## src/logic/sideband_pkg.sv

```systemverilog
package sideband_pkg;
  // ---------------------------------------------
  // timing
  // ---------------------------------------------
  localparam int unsigned CLK_MHZ        = 250;     // ref_clk rate
  localparam int unsigned RESET_PULSE_NS = 10000;   // least reset pin low time
  localparam int unsigned INIT_NS        = 2000000; // reset initialisation interval
  // least time rounds up
  localparam int unsigned RESET_PULSE_CYC = (RESET_PULSE_NS * CLK_MHZ + 999) / 1000;
  // longest time rounds down
  localparam int unsigned INIT_CYC        = (INIT_NS * CLK_MHZ) / 1000;
  // ---------------------------------------------
  // register map
  // ---------------------------------------------
  localparam int unsigned ADDR_W = 8;
  localparam logic [7:0] OFS_MOD_STATUS = 8'h00; // bit0 data not ready
  localparam logic [7:0] OFS_FLAGS      = 8'h04; // latched flags, clear on read
  localparam logic [7:0] OFS_POWER_CTRL = 8'h08; // override, set, high class
  localparam logic [7:0] OFS_IRQ_STATUS = 8'h0C; // sticky events
  localparam logic [7:0] OFS_IRQ_CLEAR  = 8'h10; // write one to clear
  localparam logic [7:0] OFS_IRQ_ENABLE = 8'h14; // event enables
  localparam logic [7:0] OFS_PIN_STATUS = 8'h18; // synced pins, raw interrupt pin and state
  // ---------------------------------------------
  // fields and reset values
  // ---------------------------------------------
  localparam int unsigned DNR_BIT      = 0;
  localparam int unsigned PWR_OVR_BIT  = 0;
  localparam int unsigned PWR_SET_BIT  = 1;
  localparam int unsigned PWR_HPCE_BIT = 2;
  localparam int unsigned IRQ_DONE_BIT = 0; // reset completed
  localparam int unsigned IRQ_FLT_BIT  = 1; // fault flag latched
  localparam int unsigned IRQ_RST_BIT  = 2; // reset pulse accepted
  localparam int unsigned IRQ_W        = 3;
  localparam logic [2:0] POWER_CTRL_RST = 3'h0;
  localparam logic [2:0] IRQ_EN_RST     = 3'h0;
  // ---------------------------------------------
  // states
  // ---------------------------------------------
  typedef enum logic [1:0] {
    stHold,  // reset pin held low after a valid pulse
    stInit,  // initialisation interval running
    stReady  // normal operation
  } state_t;
endpackage : sideband_pkg

```

## src/logic/module_sideband_control.sv

```systemverilog
// Implementation choices: the placing of the registers and the strobed register port.
`timescale 1ns/1ps
module module_sideband_control
  import sideband_pkg::*;
#(
  parameter int unsigned FLAG_W   = 8,        // width of the fault flag field
  parameter int unsigned INIT_CYC_P = INIT_CYC  // shorten for simulation
) (
  input  wire logic              ref_clk,
  input  wire logic              resetn,
  input  wire logic              moduleSelectN,
  input  wire logic              moduleResetN,
  input  wire logic              lowPowerRequest,
  input  wire logic [FLAG_W-1:0] faultFlags,
  input  wire logic              interruptNIn,
  output logic                   interruptNOut,
  output logic                   interruptNOe,
  output logic                   modulePresentN,
  output logic                   busRespondEn,
  output logic                   lowPowerMode,
  output logic                   highPowerEn,
  output logic                   irqOut,
  input  wire logic [ADDR_W-1:0] regAddr,
  input  wire logic [31:0]       regWdata,
  input  wire logic              regWe,
  input  wire logic              regRe,
  output logic [31:0]            regRdata
);

  // ---------------------------------------------
  // pin synchronisers
  // ---------------------------------------------
  logic selS1, selS2;   // select pin stages
  logic rstS1, rstS2;   // reset pin stages
  logic lpS1, lpS2;     // low-power pin stages

  // pins float high in the module, so reset to the idle level
  always_ff @(posedge ref_clk or negedge resetn) begin
    if (!resetn) begin
      {selS1, selS2} <= 2'h3;
      {rstS1, rstS2} <= 2'h3;
      {lpS1, lpS2}   <= 2'h3;
    end else begin
      selS1 <= moduleSelectN;
      selS2 <= selS1;
      rstS1 <= moduleResetN;
      rstS2 <= rstS1;
      lpS1  <= lowPowerRequest;
      lpS2  <= lpS1;
    end
  end

  // ---------------------------------------------
  // state
  // ---------------------------------------------
  state_t            state_q;      // sequence state
  logic [11:0]       lowCnt_q;     // reset pin low time
  logic              pulseOk_q;    // low pulse long enough
  logic [31:0]       initCnt_q;    // initialisation timer
  logic              dnr_q;        // data not ready
  logic              intPending_q; // interrupt owed to host
  logic              dnrSeen_q;    // not-ready read as zero
  logic              flagSeen_q;   // flag field read
  logic [FLAG_W-1:0] flags_q;      // latched faults
  logic [2:0]        pwrCtrl_q;    // software power bits
  logic [IRQ_W-1:0]  irqStat_q;    // sticky events
  logic [IRQ_W-1:0]  irqEn_q;      // event enables
  logic              doneEvt;      // initialisation finished
  logic              fltEvt;       // new fault flag seen
  logic              rdStatus;     // status byte read
  logic              rdFlags;      // flag field read
  logic              userRst;      // valid pulse qualified

  assign doneEvt  = (state_q == stInit) && (initCnt_q == 32'(INIT_CYC_P - 1));
  assign fltEvt   = (state_q == stReady) && |(faultFlags & ~flags_q);
  assign rdStatus = regRe && (regAddr == OFS_MOD_STATUS);
  assign rdFlags  = regRe && (regAddr == OFS_FLAGS);
  assign userRst  = !pulseOk_q && !rstS2 && (lowCnt_q == 12'(RESET_PULSE_CYC));

  // ---------------------------------------------
  // reset pulse qualification
  // ---------------------------------------------
  // a glitch shorter than the least pulse is ignored outright
  always_ff @(posedge ref_clk or negedge resetn) begin
    if (!resetn) begin
      lowCnt_q  <= 12'h000;
      pulseOk_q <= 1'b0;
    end else if (rstS2) begin
      lowCnt_q  <= 12'h000;
      pulseOk_q <= 1'b0;
    end else begin
      if (lowCnt_q != 12'(RESET_PULSE_CYC)) begin
        lowCnt_q <= lowCnt_q + 12'h001;
      end
      if (userRst) begin
        pulseOk_q <= 1'b1;
      end
    end
  end

  // ---------------------------------------------
  // sequence
  // ---------------------------------------------
  // power-up enters initialisation with no pulse needed
  always_ff @(posedge ref_clk or negedge resetn) begin
    if (!resetn) begin
      state_q   <= stInit;
      initCnt_q <= 32'h0000_0000;
    end else begin
      case (state_q)
        stHold: begin
          if (rstS2) begin
            state_q   <= stInit;
            initCnt_q <= 32'h0000_0000;
          end
        end
        stInit: begin
          initCnt_q <= initCnt_q + 32'h0000_0001;
          if (doneEvt) begin
            state_q <= stReady;
          end
        end
        default: begin
          initCnt_q <= 32'h0000_0000;
        end
      endcase
      // a valid pulse aborts whatever was running
      if (userRst) begin
        state_q <= stHold;
      end
    end
  end

  // ---------------------------------------------
  // not-ready bit and interrupt handshake
  // ---------------------------------------------
  // status is meaningless to the host until completion
  always_ff @(posedge ref_clk or negedge resetn) begin
    if (!resetn) begin
      dnr_q <= 1'b1;
    end else if (userRst) begin
      dnr_q <= 1'b1;
    end else if (doneEvt) begin
      dnr_q <= 1'b0;
    end
  end

  // a new event wins over the release, and restarts the reads
  always_ff @(posedge ref_clk or negedge resetn) begin
    if (!resetn) begin
      intPending_q <= 1'b0;
      dnrSeen_q    <= 1'b0;
      flagSeen_q   <= 1'b0;
    end else if (userRst) begin
      intPending_q <= 1'b0;
      dnrSeen_q    <= 1'b0;
      flagSeen_q   <= 1'b0;
    end else if (doneEvt || fltEvt) begin
      intPending_q <= 1'b1;
      dnrSeen_q    <= 1'b0;
      flagSeen_q   <= 1'b0;
    end else if (intPending_q && dnrSeen_q && flagSeen_q) begin
      intPending_q <= 1'b0;
      dnrSeen_q    <= 1'b0;
      flagSeen_q   <= 1'b0;
    end else begin
      if (rdStatus && !dnr_q) begin
        dnrSeen_q <= 1'b1;
      end
      if (rdFlags) begin
        flagSeen_q <= 1'b1;
      end
    end
  end

  // ---------------------------------------------
  // fault flags, clear on read
  // ---------------------------------------------
  // new faults in the read cycle survive the clear
  always_ff @(posedge ref_clk or negedge resetn) begin
    if (!resetn) begin
      flags_q <= '0;
    end else if (userRst) begin
      flags_q <= '0;
    end else if (rdFlags) begin
      flags_q <= (state_q == stReady) ? faultFlags : '0;
    end else if (state_q == stReady) begin
      flags_q <= flags_q | faultFlags;
    end
  end

  // ---------------------------------------------
  // software power bits and enables
  // ---------------------------------------------
  always_ff @(posedge ref_clk or negedge resetn) begin
    if (!resetn) begin
      pwrCtrl_q <= POWER_CTRL_RST;
      irqEn_q   <= IRQ_EN_RST;
    end else if (userRst) begin
      pwrCtrl_q <= POWER_CTRL_RST;
      irqEn_q   <= IRQ_EN_RST;
    end else if (regWe) begin
      if (regAddr == OFS_POWER_CTRL) begin
        pwrCtrl_q <= regWdata[2:0];
      end else if (regAddr == OFS_IRQ_ENABLE) begin
        irqEn_q <= regWdata[IRQ_W-1:0];
      end
    end
  end

  // ---------------------------------------------
  // sticky event status
  // ---------------------------------------------
  logic [IRQ_W-1:0] irqSet; // this cycle's events
  assign irqSet = {userRst, fltEvt, doneEvt};

  // set beats clear when both land together
  always_ff @(posedge ref_clk or negedge resetn) begin
    if (!resetn) begin
      irqStat_q <= '0;
    end else if (regWe && (regAddr == OFS_IRQ_CLEAR)) begin
      irqStat_q <= (irqStat_q & ~regWdata[IRQ_W-1:0]) | irqSet;
    end else begin
      irqStat_q <= irqStat_q | irqSet;
    end
  end

  // ---------------------------------------------
  // outputs
  // ---------------------------------------------
  // the host's own settle times around select are not checked here
  always_ff @(posedge ref_clk or negedge resetn) begin
    if (!resetn) begin
      busRespondEn   <= 1'b0;
      lowPowerMode   <= 1'b1;
      highPowerEn    <= 1'b0;
      modulePresentN <= 1'b0;
      interruptNOut  <= 1'b0;
      interruptNOe   <= 1'b1;
      irqOut         <= 1'b0;
    end else begin
      busRespondEn   <= !selS2;
      // override hands the choice to software, else the pin rules
      lowPowerMode   <= pwrCtrl_q[PWR_OVR_BIT] ? pwrCtrl_q[PWR_SET_BIT] : lpS2;
      highPowerEn    <= pwrCtrl_q[PWR_HPCE_BIT] &&
                        !(pwrCtrl_q[PWR_OVR_BIT] ? pwrCtrl_q[PWR_SET_BIT] : lpS2);
      modulePresentN <= 1'b0;
      interruptNOut  <= 1'b0;
      interruptNOe   <= !intPending_q;
      irqOut         <= |(irqStat_q & irqEn_q);
    end
  end

  // ---------------------------------------------
  // register read port
  // ---------------------------------------------
  // unmapped and write-only offsets read as zero
  always_ff @(posedge ref_clk or negedge resetn) begin
    if (!resetn) begin
      regRdata <= 32'h0000_0000;
    end else if (!regRe) begin
      regRdata <= 32'h0000_0000;
    end else if (regAddr == OFS_MOD_STATUS) begin
      regRdata <= {31'h0000_0000, dnr_q};
    end else if (regAddr == OFS_FLAGS) begin
      regRdata <= 32'(flags_q);
    end else if (regAddr == OFS_POWER_CTRL) begin
      regRdata <= {29'h0000_0000, pwrCtrl_q};
    end else if (regAddr == OFS_IRQ_STATUS) begin
      regRdata <= 32'(irqStat_q);
    end else if (regAddr == OFS_IRQ_ENABLE) begin
      regRdata <= 32'(irqEn_q);
    end else if (regAddr == OFS_PIN_STATUS) begin
      regRdata <= {26'h000_0000, state_q, interruptNIn, lpS2, rstS2, selS2};
    end else begin
      regRdata <= 32'h0000_0000;
    end
  end
endmodule : module_sideband_control

```

## config.mk

```make
export PLATFORM = sky130hd
export DESIGN_NAME = module_sideband_control
export DESIGN_NICKNAME = d
export VERILOG_FILES = /design/src/logic/sideband_pkg.sv /design/src/logic/module_sideband_control.sv
export SDC_FILE = /design/constraint.sdc
export NUM_CORES = 1
export LEC_CHECK = 0
export ABC_AREA = 1
export BUFFER_PORTS_ARGS = -buffer_cell sky130_fd_sc_hd__buf_4
export CAP_MARGIN = 0
export CORE_UTILIZATION = 53
export CTS_BUF_LIST = sky130_fd_sc_hd__clkbuf_4
export DETAILED_ROUTE_END_ITERATION = 8
export GPL_TIMING_DRIVEN = 0
export PLACE_DENSITY = 0.79
export SLEW_MARGIN = 25
export SYNTH_ARGS = -nofsm -noshare
export SYNTH_HDL_FRONTEND = slang
export SYNTH_SLANG_ARGS = --single-unit
```

## constraint.sdc

```tcl
create_clock -name ref_clk -period 1.4 [get_ports ref_clk]
set_input_delay 0.14 -clock ref_clk [delete_from_list [all_inputs] [get_ports ref_clk]]
set_output_delay 0.14 -clock ref_clk [all_outputs]
set_load 0.1 [all_outputs]
```

==> impl_metrics.ini <==
[outcome]
outcome = finished with violations
violations = setup timing

[critical_path]
endpoint = flags_q[1]
crit_path_start = lowCnt_q[3]
crit_chain = inv_2, nand2_1, nor2_4, inv_2, nor3_4, nand3_4, nand2_1, a21oi_1
timing.rr.end = flags_q[1]
path_delay_family = simple AND/OR/NAND/NOR gates
slowest_delay_ps = 450
rrSetupSlack_ps = -200
worst-setup-path-type = register to register
cp_slowest_cell = dfrtp_1
cp_num_buf_inv = 2
rr_worst_depth = 8
required_ps = 1780
startpoint_type = register
endpoint_kind = register
crit_arrival_ps = 1980
cp_max_fo = 5
r2r-start = lowCnt_q[3]
cp.depth = 8

[logic_synthesis]
synth_area_leader_cell = dfrtp_1
synth_area_leaders = dfrtp_1 (36%), nand2_1 (15%), nand3_1 (6.8%), inv_1 (6.2%), nor2_1 (5.9%)
synth_edf_count = 0
ys.flop_type = dfrtp_1
synth_cells = 740
synth_cell_type_count = 43
yosys_register_bits = 87
synth_most_common_cell = nand2_1
synth_top_area_share_pct = 36.4
yosys_warnings = 0
netlist_area_sq_mm = 0.00530
avgSynthCellArea_sq_um = 7.16
synth-async-reset-ratio_pct = 100
synth_top_cells_by_count = nand2_1 (210), inv_1 (88), nor2_1 (83), dfrtp_1 (77), nand3_1 (72)
ys_seq_area_share_pct = 41.3

[cts]
cts_buffer_depth = 2
cts_max_level = 3
clock-sinks = 87
clk-insertion-delay-late_ps = 470
clockRootBuffer = clkbuf_4
cts_tree = yes
numCtsBuffers = 9
path_clk_slew_ps = 160

[power_and_ir_drop]
pwr_density_cell_mw_per_mm2 = 836
pwr-share-seq_pct = 45.3
clkPwrFrac_pct = 28.2
intPower_mw = 3.90
switching_share_pct = 35.7
switchingPower_mw = 2.16
leakagePower_nw = 3.58
p_comb_share_pct = 26.4
peakVddDrop_mv = 0.646

[route]
firstDrtPassIters = 5
drc = 0
routed_wl_mm = 15.6
wl_met3_mm = 1.04
wl_per_cell_microns = 15.4
wl_met2_mm = 8.00
num_vias = 5478
drt_iter0_markers = 446
wl_met1_mm = 6.00
detail-route-antenna-nets = 0
drt-vias-per-instance = 5.39
top_layer = met4

[cells_and_area]
drive_gt1_share_pct = 35.7
fin_area_sq_mm = 0.00726
diodes = 0
final_cells = 1016
finalNetCount = 937
final_core_util_pct = 74.6
nFillCells = 688
area_growth_pct = 36.9

[sta]
clock_skew_ps = 23.5
worst_slack_ps = -200
drv_slew = 0
fmax_mhz = 625
setup_viol = 43
rsz0062_at_grt = true
fin_crit_sh_pct = 114
relSlewSlack_pct = 47.5
min_period_ps = 1600
hold_viol = 0
worstMarginPinSlew_ps = 788

[flow_run]
maxCapViolCount = 0

[hold_path]
hold_depth = 3
hold_class = primary input to register

[global_route]
grt_overflow = 0
grt.total_usage_pct = 29.6
grt_max_degree = 88
grt_pass1_wl_mm = 23.6
grt_pass1_vias = 5190
antenna_found_initial = 0

[floorplan]
rows = 36
die_h_microns = 102
start_util_pct = 54.5
core_area_sq_mm = 0.00973
io-pin-count = 95
die_area_sq_mm = 0.0104
fp.dieW_microns = 102

[place]
gp_congestion = 0.968
hpwl_mm = 9.43
post-place-ws_ps = -379
io_buffers = 39
placed_cell_area_sq_mm = 0.00586
placed_cells_incl_taps = 937
==> placed cells by master (no fill, tap or decap), drive strengths merged <==
master	count
nor2	102
o22ai	2
xor2	3
bufinv	2
nand3b	1
clkinv	3
mux2	1
inv	99
a31o	1
o211ai	2
conb	26
nor2b	1
dfrtp	77
nand3	78
o21a	1
o21ai	56
dlygate4sd3	16
ha	3
buf	119
a22oi	1
nor3	21
nand2	220
a21oi	19
or2	1
a21boi	1
clkbuf	9
dfstp	10
o211a	1
o31ai	1
nand4	6
==> final cells by class <==
type / instances / area (sq um) / area share (%)
buffer: 34 / 283 / 3.90
clock buffer: 9 / 67.6 / 0.931
clock inverter: 7 / 101 / 1.40
inverter: 97 / 382 / 5.26
multi-input combinational: 548 / 3190 / 43.9
sequential: 87 / 2210 / 30.5
tap: 133 / 166 / 2.29
timing repair buffer: 101 / 860 / 11.8
==> repair_timing <==
item | 4_1_cts | 5_1_grt
resized for setup | 84 | 128
buffers inserted | 22 | 24
hold buffers | 16 | 0
setup endpoints to repair | 57 | 59
hold endpoints to repair | 98 | 0
cloned | 2 | 0
pin swaps | 28 | 63
==> worst register-to-register path, stage by stage, from the launching register on <==
cell and delay, ps:
dfrtp_1 450, inv_2 80, nand2_1 90, nor2_4 150, inv_2 70, nor3_4 360
nand3_4 160, nand2_1 120, a21oi_1 40
==> per-layer routing <==
layer / global-route usage [%] / up-vias
met1: 35.2 / 2554
met4: 14.3 / 0
met2: 52.2 / 278
li1: - / 2589
met5: 0 / -
met3: 4.92 / 57
==> power groups by stage <==
| stage | logic [mW] | clock network (mW) | registers, mW |
|---|---|---|---|
| after floorplan | 0.839 | 0 | 2.84 |
| after CTS | 1.44 | 1.74 | 2.73 |
| after detailed placement | 1.24 | 0 | 2.77 |
| after global placement | 1.23 | 0 | 2.77 |
| final | 1.60 | 1.71 | 2.75 |
| after global routing | 1.72 | 1.82 | 2.76 |
==> cells by family after synthesis <==
| group | Yosys count | synth area share, % |
|---|---|---|
| xor+xnor | 3 | 0.496 |
| simple gates | 428 | 36.8 |
| compound gates | 85 | 8.76 |
| other cells | 1 | 0.0708 |
| mux | 1 | 0.212 |
| fa+ha+maj | 3 | 0.708 |
| buf+inv | 132 | 11.6 |
| flops | 87 | 41.3 |
==> per-stage QoR <==
| stage | power (mW) | TNS, ps | hold slack (ps) |
|---|---|---|---|
| floorplan | 3.68 | -13.5 | -156 |
| global placement | 3.99 | -9300 | 248 |
| detailed placement | 4.01 | -10590 | 249 |
| CTS | 5.91 | -1070 | 9.28 |
| global route | 6.29 | -7200 | 20.6 |
| finish | 6.06 | -3860 | 14.1 |
==> flip-flops by register name (all words and copies together) (netlist names), 2 cells and up <==
signal	cells
pwrCtrl_q	3
flags_q	8
irqStat_q	3
state_q	2
lowCnt_q	12
irqEn_q	3
initCnt_q	32
regRdata	8
==> worst min path at each step <==
| stage | to | slack, ps | start |
|---|---|---|---|
| 2_1_floorplan | busRespondEn | -160 | resetn |
| 3_3_place_gp | rstS1 | 250 | moduleResetN |
| 3_5_place_dp | rstS1 | 250 | moduleResetN |
| 4_1_cts | regRdata[7] | 9 | regRe |
| 5_1_grt | regRdata[7] | 20 | regRe |
| 6_report | regRdata[7] | 10 | regRe |
(Power assumes the default switching activity.)
